<file path="src/verilog/wakeup_interrupt_ctrl_defs.vh">
// Register map, field positions, reset values and addresses of the wake-up and interrupt block.
`ifndef WAKEUP_INTERRUPT_CTRL_DEFS_VH
`define WAKEUP_INTERRUPT_CTRL_DEFS_VH

// Register byte offsets.
`define OFS_IRQ_EN          8'h00
`define OFS_CMP_WDT         8'h04
`define OFS_WAKE_EN         8'h08
`define OFS_FLAGS           8'h0c
`define OFS_STATUS          8'h10

// Interrupt enable register fields.
`define BIT_TIMER_OVF_IRQ_EN   0
`define BIT_PORT_CHANGE_IRQ_EN 1
`define BIT_EXT_IRQ_EN         2

// Comparator and watchdog control fields.
`define BIT_COMPARATOR_IRQ_EN  0
`define BIT_WATCHDOG_EN        7

// Wake enable fields.
`define BIT_COMPARATOR_WAKE_EN  2
`define BIT_PORT_CHANGE_WAKE_EN 4

// Pending flag fields, write one to clear.
`define BIT_TIMER_OVF_FLAG   0
`define BIT_PORT_CHANGE_FLAG 1
`define BIT_EXT_IRQ0_FLAG    2
`define BIT_COMPARATOR_FLAG  3

// Status fields, read only.
`define BIT_ST_ASLEEP     0
`define BIT_ST_GLOBAL_IE  1
`define BIT_ST_WDT_CAUSE  2
`define BIT_ST_LVR_CAUSE  3

// Reset values.
`define RST_IRQ_EN   8'h00
`define RST_CMP_WDT  8'h00
`define RST_WAKE_EN  8'h00
`define RST_FLAGS    4'h0

// Program addresses handed to the core.
`define ADDR_RESET   8'h00
`define ADDR_VECTOR  8'h08

`endif

</file>
<file path="src/verilog/wakeup_interrupt_ctrl.v">
// Wake-up, sleep and interrupt dispatch controller with an APB register slave.
`timescale 1ns/1ns
// What this block does
// - No sleep wake from external pin or timer.
// - External event, interrupts off: flag, continue.
// - External event, interrupts on: flag, vector 0x08.
// - Port change ignored with both enables clear.
// - Asleep, interrupt only: flag set, stay asleep.
// - Asleep, wake only: wake, resume next instruction.
// - Asleep, both enables, interrupts off: wake, flag, continue.
// - Port change, interrupts on: flag, vector, wake first.
// - Running, port change, interrupts off: flag, continue.
// - Timer overflow enabled: flag, vector or continue.
// - Comparator change ignored with both enables clear.
// - Asleep, comparator interrupt only: flag, stay asleep.
// - Asleep, comparator wake only: wake, no flag.
// - Comparator, interrupts off: flag, continue, wake first.
// - Comparator, interrupts on: flag, vector, wake first.
// - Watchdog time-out resets core to 0x00.
// - Low voltage forces reset to normal mode.
// - Oscillator and timer stopped while asleep.
// - Sleep entry clears enabled watchdog, keeps counting.
// - Watchdog on at sleep drops change wake enables.
`include "wakeup_interrupt_ctrl_defs.vh"

// Overview.
// The block sits between the processor core, the event sources and the register bus.
// It keeps two modes, normal and sleep, and decides for every event what the core does.
// An event may set a pending flag, load the program counter, let the core continue,
// end sleep, or reset the core.
//
// Register bus.
// The slave answers with zero wait states, so pready is a constant high.
// Read data is loaded in the setup cycle and stands through the access cycle.
// A write takes effect at the edge that ends the access cycle.
// An unmapped address raises pslverr in the access cycle; such writes are dropped.
// The status word is read only, and writes to it are ignored without an error.
//
// Pending flags.
// The flag register is write one to clear.
// A hardware set in the same cycle as a software clear wins, so no event is lost.
// Flags never clear themselves, whether or not the event woke or vectored the core.
//
// Event inputs.
// Pins and the comparator come from outside the clock domain and pass three stages.
// A new level is taken only once stages two and three agree, which filters a glitch
// that lasts a single cycle.
// The synchronisers are preset to the idle level of each input, so that no false
// edge follows the release of reset.
// The external pin acts on its falling edge, the comparator on either edge, and a
// port change on any bit that moves.
// Timer overflow, watchdog time-out and the instruction pulses are one-cycle pulses
// on this clock and are used as they come.
//
// Normal mode.
// The wake enables are not looked at.
// Each enabled source sets its flag; with global interrupts on, the core is sent
// to the vector address, otherwise it simply goes on with the next instruction.
// A sleep instruction in the cycle of a vector is dropped, so that an interrupt is
// never parked behind sleep; the core may issue sleep again after the handler.
//
// Sleep mode.
// The external pin and the timer are ignored, since the timer does not count.
// A port or comparator change sets its flag when its interrupt enable is set.
// It ends sleep only when its wake enable is set.
// On waking, a newly set flag with global interrupts on sends the core to the
// vector; otherwise the core resumes after the sleep instruction.
// A comparator wake with its interrupt enable clear sets no flag.
//
// Resets.
// An enabled watchdog time-out or a rise of the low-voltage input resets the core
// to the reset address and returns the block to normal mode from either mode.
// Reset outranks every other answer in its cycle except the setting of an enabled flag, and clears the global enable.
// The status word records which of the two caused the last reset.
//
// Watchdog at sleep entry.
// With the watchdog enabled, entering sleep pulses the watchdog clear output and
// drops both change wake enables, so only reset or the watchdog can end sleep.
// The watchdog counter itself lives outside this block and keeps counting.
//
// Limitations.
// Oscillator start-up and reset hold times are the business of the clock and reset
// logic outside; the run outputs here are plain levels.
// This block's own clock must keep running in sleep, since it has to see the wake
// events; only the core's oscillator and the timer are stopped.
// An event arriving in the cycle of a reset sets its flag but gets no vector, which is harmless because the
// core restarts from the reset address anyway.

module wakeup_interrupt_ctrl #(
    parameter PORT_W = 8
) (
    input  wire              pclk,
    input  wire              presetn,
    input  wire              psel,
    input  wire              penable,
    input  wire              pwrite,
    input  wire [7:0]        paddr,
    input  wire [31:0]       pwdata,
    output reg  [31:0]       prdata,
    output wire              pready,
    output reg               pslverr,
    input  wire              external_irq_pin,
    input  wire [PORT_W-1:0] port_pins,
    input  wire              comparator_out,
    input  wire              low_voltage,
    input  wire              timer_overflow,
    input  wire              watchdog_timeout,
    input  wire              sleep_instr,
    input  wire              global_irq_on_instr,
    input  wire              global_irq_off_instr,
    output reg               osc_run,
    output reg               timer_run,
    output reg               watchdog_clear,
    output reg               pc_load,
    output reg  [7:0]        pc_target,
    output reg               resume_next,
    output reg               core_reset
);

    // One-hot mode codes; bit 0 is normal mode and bit 1 is sleep.
    localparam ST_RUN   = 2'b01;
    localparam ST_SLEEP = 2'b10;

    reg  [1:0]        state;
    reg  [7:0]        irq_en;
    reg  [7:0]        cmp_wdt;
    reg  [7:0]        wake_en;
    reg  [3:0]        flags;
    reg               global_ie;
    reg               wdt_cause;
    reg               lvr_cause;

    // Three-stage synchronisers; a value is taken once stages two and three agree.
    reg  [PORT_W-1:0] port_s1;
    reg  [PORT_W-1:0] port_s2;
    reg  [PORT_W-1:0] port_s3;
    reg  [PORT_W-1:0] port_filt;
    reg  [2:0]        misc_s1;
    reg  [2:0]        misc_s2;
    reg  [2:0]        misc_s3;
    reg  [2:0]        misc_filt;

    wire [PORT_W-1:0] next_port_filt;
    wire [2:0]        next_misc_filt;
    wire              ext_evt;
    wire              port_evt;
    wire              cmp_evt;
    wire              lvr_evt;

    wire              wr_en;
    wire              rd_setup;
    wire [3:0]        flag_clr;
    wire              is_run;
    wire              is_sleep;

    wire              en_tmr;
    wire              en_port_irq;
    wire              en_ext;
    wire              en_cmp_irq;
    wire              en_wdt;
    wire              en_port_wake;
    wire              en_cmp_wake;

    reg  [3:0]        flag_set;
    reg               do_vector;
    reg               do_resume;
    reg               do_wake;
    reg               do_reset;
    reg  [1:0]        next_state;

    function valid_addr;
        input [7:0] a;
        begin
            valid_addr = (a == `OFS_IRQ_EN) || (a == `OFS_CMP_WDT) ||
                         (a == `OFS_WAKE_EN) || (a == `OFS_FLAGS) ||
                         (a == `OFS_STATUS);
        end
    endfunction

    assign next_port_filt = (port_s2 & ~(port_s2 ^ port_s3)) |
                            (port_filt & (port_s2 ^ port_s3));
    assign next_misc_filt = (misc_s2 & ~(misc_s2 ^ misc_s3)) |
                            (misc_filt & (misc_s2 ^ misc_s3));

    // Bit 0 external pin, bit 1 comparator, bit 2 low voltage.
    assign ext_evt  = misc_filt[0] & ~next_misc_filt[0];
    assign cmp_evt  = misc_filt[1] ^ next_misc_filt[1];
    assign lvr_evt  = ~misc_filt[2] & next_misc_filt[2];
    assign port_evt = |(port_filt ^ next_port_filt);

    always @(posedge pclk or negedge presetn) begin
        if (!presetn) begin
            port_s1   <= {PORT_W{1'b0}};
            port_s2   <= {PORT_W{1'b0}};
            port_s3   <= {PORT_W{1'b0}};
            port_filt <= {PORT_W{1'b0}};
            misc_s1   <= 3'h3;
            misc_s2   <= 3'h3;
            misc_s3   <= 3'h3;
            misc_filt <= 3'h3;
        end else begin
            port_s1   <= port_pins;
            port_s2   <= port_s1;
            port_s3   <= port_s2;
            port_filt <= next_port_filt;
            misc_s1   <= {low_voltage, comparator_out, external_irq_pin};
            misc_s2   <= misc_s1;
            misc_s3   <= misc_s2;
            misc_filt <= next_misc_filt;
        end
    end

    // The registers are plain flip-flops, so every access finishes without waiting.
    // Read data is captured in the setup cycle; a write lands only in the access cycle.
    assign pready   = 1'b1;
    assign wr_en    = psel & penable & pwrite;
    assign rd_setup = psel & ~penable;
    assign flag_clr = (wr_en && paddr == `OFS_FLAGS) ? pwdata[3:0] : 4'h0;

    assign is_run       = state[0];
    assign is_sleep     = state[1];
    assign en_tmr       = irq_en[`BIT_TIMER_OVF_IRQ_EN];
    assign en_port_irq  = irq_en[`BIT_PORT_CHANGE_IRQ_EN];
    assign en_ext       = irq_en[`BIT_EXT_IRQ_EN];
    assign en_cmp_irq   = cmp_wdt[`BIT_COMPARATOR_IRQ_EN];
    assign en_wdt       = cmp_wdt[`BIT_WATCHDOG_EN];
    assign en_port_wake = wake_en[`BIT_PORT_CHANGE_WAKE_EN];
    assign en_cmp_wake  = wake_en[`BIT_COMPARATOR_WAKE_EN];

    // Event decode. Resets outrank everything but flag setting; a vector in the same cycle as a
    // sleep instruction wins so the interrupt is never parked behind sleep.
    always @* begin
        flag_set   = 4'h0;
        do_vector  = 1'b0;
        do_resume  = 1'b0;
        do_wake    = 1'b0;
        do_reset   = 1'b0;
        next_state = state;
        case (state)
            ST_RUN: begin
                if (ext_evt && en_ext) begin
                    flag_set[`BIT_EXT_IRQ0_FLAG] = 1'b1;
                end
                if (timer_overflow && en_tmr) begin
                    flag_set[`BIT_TIMER_OVF_FLAG] = 1'b1;
                end
                if (port_evt && en_port_irq) begin
                    flag_set[`BIT_PORT_CHANGE_FLAG] = 1'b1;
                end
                if (cmp_evt && en_cmp_irq) begin
                    flag_set[`BIT_COMPARATOR_FLAG] = 1'b1;
                end
                do_vector = global_ie && (|flag_set);
                if (sleep_instr && !do_vector) begin
                    next_state = ST_SLEEP;
                end
            end
            ST_SLEEP: begin
                // External pin and timer are not looked at here.
                if (port_evt && en_port_irq) begin
                    flag_set[`BIT_PORT_CHANGE_FLAG] = 1'b1;
                end
                if (cmp_evt && en_cmp_irq) begin
                    flag_set[`BIT_COMPARATOR_FLAG] = 1'b1;
                end
                do_wake = (port_evt && en_port_wake) ||
                          (cmp_evt && en_cmp_wake);
                if (do_wake) begin
                    next_state = ST_RUN;
                    if (global_ie && (|flag_set)) begin
                        do_vector = 1'b1;
                    end else begin
                        do_resume = 1'b1;
                    end
                end
            end
            default: begin
                next_state = ST_RUN;
            end
        endcase
        if ((watchdog_timeout && en_wdt) || lvr_evt) begin
            do_reset   = 1'b1;
            do_vector  = 1'b0;
            do_resume  = 1'b0;
            next_state = ST_RUN;
        end
    end

    always @(posedge pclk or negedge presetn) begin
        if (!presetn) begin
            state          <= ST_RUN;
            irq_en         <= `RST_IRQ_EN;
            cmp_wdt        <= `RST_CMP_WDT;
            wake_en        <= `RST_WAKE_EN;
            flags          <= `RST_FLAGS;
            global_ie      <= 1'b0;
            wdt_cause      <= 1'b0;
            lvr_cause      <= 1'b0;
            osc_run        <= 1'b1;
            timer_run      <= 1'b1;
            watchdog_clear <= 1'b0;
            pc_load        <= 1'b0;
            pc_target      <= `ADDR_RESET;
            resume_next    <= 1'b0;
            core_reset     <= 1'b0;
            prdata         <= 32'h0000_0000;
            pslverr        <= 1'b0;
        end else begin
            state <= next_state;
            // A set in the same cycle as a software clear wins.
            flags <= (flags & ~flag_clr) | flag_set;

            if (do_reset) begin
                global_ie <= 1'b0;
            end else if (global_irq_on_instr) begin
                global_ie <= 1'b1;
            end else if (global_irq_off_instr) begin
                global_ie <= 1'b0;
            end

            if (wr_en && paddr == `OFS_IRQ_EN) begin
                irq_en <= pwdata[7:0];
            end
            if (wr_en && paddr == `OFS_CMP_WDT) begin
                cmp_wdt <= pwdata[7:0];
            end
            if (is_run && next_state == ST_SLEEP && en_wdt) begin
                wake_en[`BIT_PORT_CHANGE_WAKE_EN] <= 1'b0;
                wake_en[`BIT_COMPARATOR_WAKE_EN]  <= 1'b0;
            end else if (wr_en && paddr == `OFS_WAKE_EN) begin
                wake_en <= pwdata[7:0];
            end

            // The cause bits hold until the next reset, so software can read them at leisure.
            if (do_reset) begin
                wdt_cause <= ~lvr_evt;
                lvr_cause <= lvr_evt;
            end

            // Oscillator and timer follow the next state so they stop with sleep entry.
            osc_run        <= (next_state == ST_RUN);
            timer_run      <= (next_state == ST_RUN);
            watchdog_clear <= is_run && next_state == ST_SLEEP && en_wdt;
            pc_load        <= do_vector | do_reset;
            if (do_reset) begin
                pc_target <= `ADDR_RESET;
            end else if (do_vector) begin
                pc_target <= `ADDR_VECTOR;
            end
            resume_next    <= do_resume;
            core_reset     <= do_reset;

            // Capturing in the setup cycle lets read data stand for the whole access cycle.
            // The value read is the one that stood at the setup edge.
            if (rd_setup) begin
                pslverr <= ~valid_addr(paddr);
                case (paddr)
                    `OFS_IRQ_EN:  prdata <= {24'h000000, irq_en};
                    `OFS_CMP_WDT: prdata <= {24'h000000, cmp_wdt};
                    `OFS_WAKE_EN: prdata <= {24'h000000, wake_en};
                    `OFS_FLAGS:   prdata <= {28'h0000000, flags};
                    `OFS_STATUS:  prdata <= {28'h0000000, lvr_cause, wdt_cause,
                                             global_ie, is_sleep};
                    default:      prdata <= 32'h0000_0000;
                endcase
            end
        end
    end

endmodule // wakeup_interrupt_ctrl

</file>
<file path="config.mk">
export PLATFORM = sky130hd
export DESIGN_NAME = wakeup_interrupt_ctrl
export DESIGN_NICKNAME = d
export VERILOG_FILES = /design/src/verilog/wakeup_interrupt_ctrl.v
export VERILOG_INCLUDE_DIRS = /design/src /design/src/verilog
export SDC_FILE = /design/constraint.sdc
export NUM_CORES = 1
export LEC_CHECK = 0
export BUFFER_PORTS_ARGS = -buffer_cell sky130_fd_sc_hd__buf_2
export CAP_MARGIN = 20
export CORE_MARGIN = 5
export CORE_UTILIZATION = 52
export DETAILED_ROUTE_END_ITERATION = 16
export PLACE_DENSITY = 0.89
export SLEW_MARGIN = 15
export SYNTH_ARGS = -nofsm -noshare
export SYNTH_HDL_FRONTEND = slang
export SYNTH_SLANG_ARGS = --single-unit
</file>
<file path="constraint.sdc">
create_clock -name pclk -period 2.6 [get_ports pclk]
set_input_delay 0 -clock pclk [delete_from_list [all_inputs] [get_ports pclk]]
set_output_delay 0 -clock pclk [all_outputs]
set_load 0.01 [all_outputs]
</file>
==> flow_summary.json, run 1 <==
{
  "status": "completed",
  "grt_max_degree": 93,
  "synthCells": 315,
  "antenna_cells": 0,
  "synthAdderAreaFrac_pct": 1.41,
  "dp_hpwl_mm": 5.24,
  "core_area_sq_mm": 0.00725,
  "synth_xor_area_share_pct": 0,
  "htreeDepth": 3,
  "path_cells": "nor4bb_1 -> a21oi_1 -> nand2_1 -> o21ai_0 -> o21ai_1 -> o21bai_4 -> mux2_1",
  "fin_nets": 457,
  "final_common_cell": "dfrtp_1",
  "grt_overflow_total": 0,
  "fin_crit_ns": 2.28,
  "synthFlopType": "dfrtp_1",
  "track_usage_pct": 16.5,
  "portBuffers": 52,
  "critPathLaunchType": "flop",
  "ant_nets": 0,
  "multi_input_area_sq_mm": 0.00139,
  "critPathMaxStageDelay_ns": 0.54,
  "rsz0062_at_grt": "no",
  "path_buf_inv": 0,
  "grt_pass1_wl_mm": 11.7,
  "cts_buffers": 9,
  "firstDrtPassIters": 5,
  "std_cell_rows": 31,
  "p_total_w": 0.00304,
  "cp-end-kind": "flop",
  "cts_tree": "done",
  "synth_warnings": 0,
  "drive_above_1_share_pct": 26.3,
  "skew_ns": 0.00791,
  "clkTransAtPathRegs_ns": 0.09,
  "drv_slew": 0,
  "worst_pin_slew_ns": 0.785,
  "drt_iter0_markers": 151,
  "cap_violations": 0,
  "synth_edf_count": 0,
  "synth.distinct_cells": 49,
  "synth.avg_cell_area_sq_um": 12.4,
  "clock-sinks": 92,
  "synth_seq_area_share_pct": 59.5,
  "die_w_um": 96.5,
  "place.gp.congestion": 0.849,
  "die_y_um": 96.5,
  "synth_top_family_by_area": "compound AO/OA/AOI/OAI gates",
  "layout_common_cells": "82 x dfrtp_1, 51 x buf_2, 32 x conb_1",
  "clock_latency_ns": 0.35,
  "wl_per_cell_um": 14.7,
  "cpMaxStageDelayCell": "dfstp_2",
  "start_util_pct": 53.7,
  "cp.arrival_ns": 2.51,
  "seq_area_sq_mm": 0.00231,
  "netlist_area_sq_mm": 0.00389,
  "worst-endpoint-required_ns": 2.83,
  "fill_cells": 552,
  "synth-compound-area-share_pct": 10.9,
  "antenna_found_initial": 0,
  "cp_max_fo": 6,
  "vias": 2563,
  "async_reset_ff_share_pct": 100,
  "relSlewSlack_pct": 47.7,
  "path_class": "reg -> reg",
  "ios": 109,
  "hold_viol_final": 0,
  "power.density_mw_per_mm2": 664,
  "synth_mux_area_share_pct": 9.84,
  "hp-class": "in -> reg",
  "path_delay_family": "compound AO/OA/AOI/OAI gates",
  "via_per_inst": 5.15,
  "cts_resized": 0,
  "timing.final.crit_share_pct": 87.5,
  "dieArea_sq_mm": 0.00932,
  "cts-root-buf": "clkbuf_8",
  "area_growth_pct": 17.6,
  "fin_setup_tns_ns": 0,
  "clk_path_buf_depth": 2,
  "routed_wl_mm": 7.31,
  "max_freq_mhz": 439,
  "synth_simple_gate_area_share_pct": 10.5,
  "drc": 0,
  "p_leak_nw": 2.23,
  "setup_viol": 0,
  "ys_ff_latch": 92,
  "grt_pass1_vias": 2518,
  "peakVddDrop_mv": 0.325
}
==> kinds of logic after synthesis <==
| kind of cell | Yosys count |
|---|---|
| flops | 92 |
| simple gates | 81 |
| compound gates | 60 |
| buf+inv | 43 |
| mux | 32 |
| fa+ha+maj | 5 |
| other cells | 2 |
==> layer usage <==
metal	vias to the layer above	GRT usage (%)	part of all wire [%]
met5	-	0	0
met3	14	2.87	6.4
met2	93	26.6	48
met1	1256	21.4	43
li1	1200	-	-
met4	0	9.00	2.4
==> metrics by stage <==
stage	worst slack, ns	util (%)	hold slack (ns)	area [sq um]	std cells
2_1_floorplan	0.654	-	-0.296	4010	345
3_3_place_gp	0.423	56.6	0.107	4110	457
3_5_place_dp	0.361	56.6	0.108	4110	457
4_1_cts	0.318	63.0	0.0569	4570	498
5_1_grt	0.159	63.1	0.0827	4580	498
6_report	0.324	63.1	0.0669	4580	498
==> cell type report <==
type | instances | area share [%]
clock inverters | 6 | 1.94
flip-flops and latches | 92 | 50.6
inverters | 4 | 0.328
well taps | 99 | 2.71
repair buffers | 77 | 11.3
clock buffers | 10 | 2.79
multi-input cells | 210 | 30.4
==> cells in the mapped netlist, drive strengths merged, types with 3 or more instances <==
master  count  area [sq um]
buf        37           278
maj3        3          30.0
nor2b       7          43.8
nor3        3          15.0
dfrtp      82          2050
dfstp      10           263
mux2       26           323
a22o        6          52.6
a222oi      4          40.0
inv         4          15.0
nor2       30           120
o21a        4          30.0
nand3       3          15.0
o31ai       5          37.5
nand2      22          85.1
a21oi      16          80.1
mux2i       6          60.1
o21ai      10          50.0
==> worst paths after layout <==
| path | startpoint | end | slack [ns] | cells past startpoint |
|---|---|---|---|---|
| min in group asynchronous | presetn | port_s1[6]$_DFF_PN0_ | 0.28 | 2 |
| max | misc_filt[0]$_DFF_PN1_ | wake_en[0]$_DFFE_PN0P_ | 0.32 | 7 |
| min reg2reg | port_s1[7]$_DFF_PN0_ | port_s2[7]$_DFF_PN0_ | 0.35 | 0 |
| min | paddr[6] | pslverr$_DFFE_PN0P_ | 0.07 | 3 |
| max in group asynchronous | presetn | resume_next$_DFF_PN0_ | 1.80 | 2 |
| max reg2reg | misc_filt[0]$_DFF_PN1_ | wake_en[0]$_DFFE_PN0P_ | 0.32 | 7 |
==> flip-flops by register name, indices dropped and copies added, names as in the netlist, 2 cells and up <==
register   flops
cmp_wdt        8
prdata         8
state          2
irq_en         8
flags          4
misc_s2        3
wake_en        8
misc_s1        3
port_s2        8
misc_filt      3
port_filt      8
port_s1        8
port_s3        8
misc_s3        3
==> where the power goes <==
group / leakage, nW / total, W / switching, W / internal, W
sequential: 1.15 / 0.00160 / 0.0000635 / 0.00154
combinational: 0.977 / 0.000419 / 0.000249 / 0.000170
clock: 0.102 / 0.00102 / 0.000478 / 0.000541
==> tightest hold or removal path, delay by kind of cell <==
kind / cells / cell delay (ns)
AOI/OAI and AO/OA: 1 / 0.19
buffers and inverters: 1 / 0.09
and+or+nand+nor: 1 / 0.10
==> timing repair <==
item | in CTS | in global routing
hold buffers | 25 | 0
setup buffers | 0 | 0
hold endpoints to repair | 124 | 0
endpoints found under the setup margin | 0 | 0
Note: power is estimated with default switching activity, not from simulation.
==> run 2: changes to the inputs <==
Settings changed: ABC_AREA from default to 1.
==> run 2 against run 1 <==
- worst setup slack better by 0.28 ns
- final cell count up 18%
- critical path depth up 2
- register-to-register slack better by 0.28 ns
- clock power about the same
- count of clock-buffer cells in the layout unchanged
- sequential cell count unchanged
- combinational power up 23%
- worst hold slack worse by 0.048 ns
- routed wire length up 6.9%
- critical path type unchanged
- largest cell class unchanged
- largest power group unchanged
==> flow_summary.json, run 2 <==
{
  "status": "completed",
  "place.gp.congestion": 0.863,
  "fin_crit_ns": 2.00,
  "peakVddDrop_mv": 0.462,
  "clkTransAtPathRegs_ns": 0.08,
  "synth_area_leaders": "dfrtp_1 53%, nand2_1 11%, dfstp_2 6.8%",
  "cts_tree": "done",
  "std_cell_rows": 31,
  "grt_pass1_wl_mm": 12.7,
  "cap_violations": 0,
  "async_reset_ff_share_pct": 100,
  "final_common_cell": "nand2_1",
  "critical_path.most_common_cell": "nand2_1",
  "netlist_area_sq_mm": 0.00388,
  "track_usage_pct": 18.1,
  "path_class": "reg -> reg",
  "layoutNonFillerInstCount": 589,
  "cpMaxStageDelayCell": "dfstp_2",
  "path_buf_inv": 1,
  "drt_iter0_markers": 268,
  "clock-sinks": 92,
  "synth_edf_count": 0,
  "critPathMaxStageDelay_ns": 0.58,
  "layout_common_cells": "110 x nand2_1, 82 x dfrtp_1, 51 x buf_2",
  "fin_nets": 549,
  "routed_wl_mm": 7.81,
  "wl_per_cell_um": 13.3,
  "ios": 109,
  "drc": 0,
  "area_growth_pct": 18.2,
  "path_delay_family": "flip-flops",
  "setup_viol": 0,
  "portBuffers": 52,
  "critPathLaunchType": "flop",
  "p_leak_nw": 2.38,
  "htreeDepth": 3,
  "synthFlopType": "dfrtp_1",
  "yosys-top-cells-count": "110 x nand2_1, 82 x dfrtp_1, 39 x inv_1",
  "worst_pin_slew_ns": 0.792,
  "timing.final.crit_share_pct": 76.9,
  "die_y_um": 96.4,
  "drive_above_1_share_pct": 19.0,
  "cts-root-buf": "clkbuf_8",
  "rsz0062_at_grt": "no",
  "clock_latency_ns": 0.36,
  "yosys.area.top_type": "dfrtp_1",
  "antenna_found_initial": 0,
  "core_area_sq_mm": 0.00725,
  "grt_pass1_vias": 2815,
  "cts_buffers": 9,
  "die_w_um": 96.4,
  "yosysMostFrequentCell": "nand2_1",
  "synth.top_cell.area_share_pct": 52.8,
  "cp.arrival_ns": 2.29,
  "cp-end-kind": "flop",
  "relSlewSlack_pct": 47.2,
  "max_freq_mhz": 500,
  "antenna_cells": 0,
  "firstDrtPassIters": 5,
  "dp_hpwl_mm": 5.38,
  "hp-class": "in -> reg",
  "grt_overflow_total": 0,
  "grt_max_degree": 93,
  "start_util_pct": 53.5,
  "synth.distinct_cells": 35,
  "synth_warnings": 0,
  "placedCellCount": 549,
  "post-cts-setup-buffers": 0,
  "dieArea_sq_mm": 0.00930,
  "worst-endpoint-required_ns": 2.89,
  "path_cells": "inv_1 -> ha_1 -> nor2_4 -> nand2_1 -> a21oi_2 -> nand3_1 -> o21bai_4 -> nand2_1 -> nand2_1",
  "via_per_inst": 4.97,
  "drv_slew": 0,
  "fin_setup_tns_ns": 0,
  "ys_ff_latch": 92,
  "synthCells": 404,
  "cp_max_fo": 6,
  "ant_nets": 0,
  "skew_ns": 0.00912,
  "vias": 2930,
  "clk_path_buf_depth": 2,
  "synth_seq_area_share_pct": 59.6,
  "power.density_mw_per_mm2": 686,
  "synth.avg_cell_area_sq_um": 9.61,
  "hold_viol_final": 0
}
-- run 2: cell types whose count changed after synthesis, sizes merged, moves of 5 or more --
cell | previous run | this run
mux2 | 26 | 0
mux2i | 6 | 0
nand3 | 3 | 18
nor2b | 7 | 0
nor2 | 30 | 17
inv | 4 | 42
o21ai | 10 | 41
nand2 | 22 | 115
a221oi | 0 | 5
o31ai | 5 | 0
-- run 2: area by class of cell --
cell class	instances	area, sq um
Clock buffer	10	128
Clock inverter	5	85.1
Fill cell	536	2660
Inverter	43	161
Multi-Input combinational cell	263	1260
Sequential cell	92	2310
Tap cell	99	124
Timing Repair Buffer	77	517
-- run 2: metal layers --
layer,routed length [um],GRT usage (%)
met5,0,0
met4,290,11.2
met1,3140,23.3
met2,3610,27.5
met3,760,4.73
-- run 2: final timing paths --
path / slack (ns) / cells after the start / endpoint / from
worst max-delay path: 0.60 / 9 / wake_en[7]$_DFFE_PN0P_ / state[0]$_DFF_PN1_
worst min-delay path: 0.02 / 4 / state[0]$_DFF_PN1_ / sleep_instr
worst max register to register: 0.60 / 9 / wake_en[7]$_DFFE_PN0P_ / state[0]$_DFF_PN1_
worst min register to register: 0.35 / 0 / port_s2[0]$_DFF_PN0_ / port_s1[0]$_DFF_PN0_
max in group asynchronous: 1.79 / 2 / wake_en[7]$_DFFE_PN0P_ / presetn
min in group asynchronous: 0.27 / 2 / port_filt[4]$_DFF_PN0_ / presetn
-- run 2: timing repair --
item	in CTS	in global routing
hold buffers	25	0
resized for setup	0	0
hold endpoints to repair	123	0
-- run 2: logic make-up (layout without fill, tap and decap cells) --
kind of cell	Yosys count	after routing	synth area share, %
other	2	32	0.193
AND/OR/NAND/NOR	158	158	17.7
buffers and inverters	79	135	10.8
adder cells (fa/ha/maj)	5	5	1.48
AO/OA/AOI/OAI	68	68	10.2
flip-flops	92	92	59.6
-- run 2: stage by stage --
stage	worst slack, ns	power [W]	utilization (%)	hold slack [ns]	cell area (sq um)
after CTS	0.617	0.00316	63.2	0.00282	4590
after global routing	0.415	0.00330	63.3	0.00391	4590
final	0.602	0.00315	63.3	0.0192	4590
after detailed placement	0.651	0.00210	56.9	0.106	4120
after global placement	0.735	0.00208	56.9	0.107	4120
after floorplan	0.873	0.00199	-	-0.296	4000
-- run 2: worst reg2reg max path, delay by kind of cell (launching register included) --
family                   cells  cell delay [ns]
flip-flops                   1             0.58
AO/OA/AOI/OAI                2             0.39
buffers and inverters        1             0.07
adder cells (fa/ha/maj)      1             0.37
AND/OR/NAND/NOR              5             0.53
-- run 2: where the power goes --
group | total, W | internal, W | leakage (nW) | switching (W)
clock network | 0.00103 | 0.000542 | 0.103 | 0.000490
registers | 0.00160 | 0.00154 | 1.13 | 0.0000590
logic | 0.000514 | 0.000187 | 1.14 | 0.000327
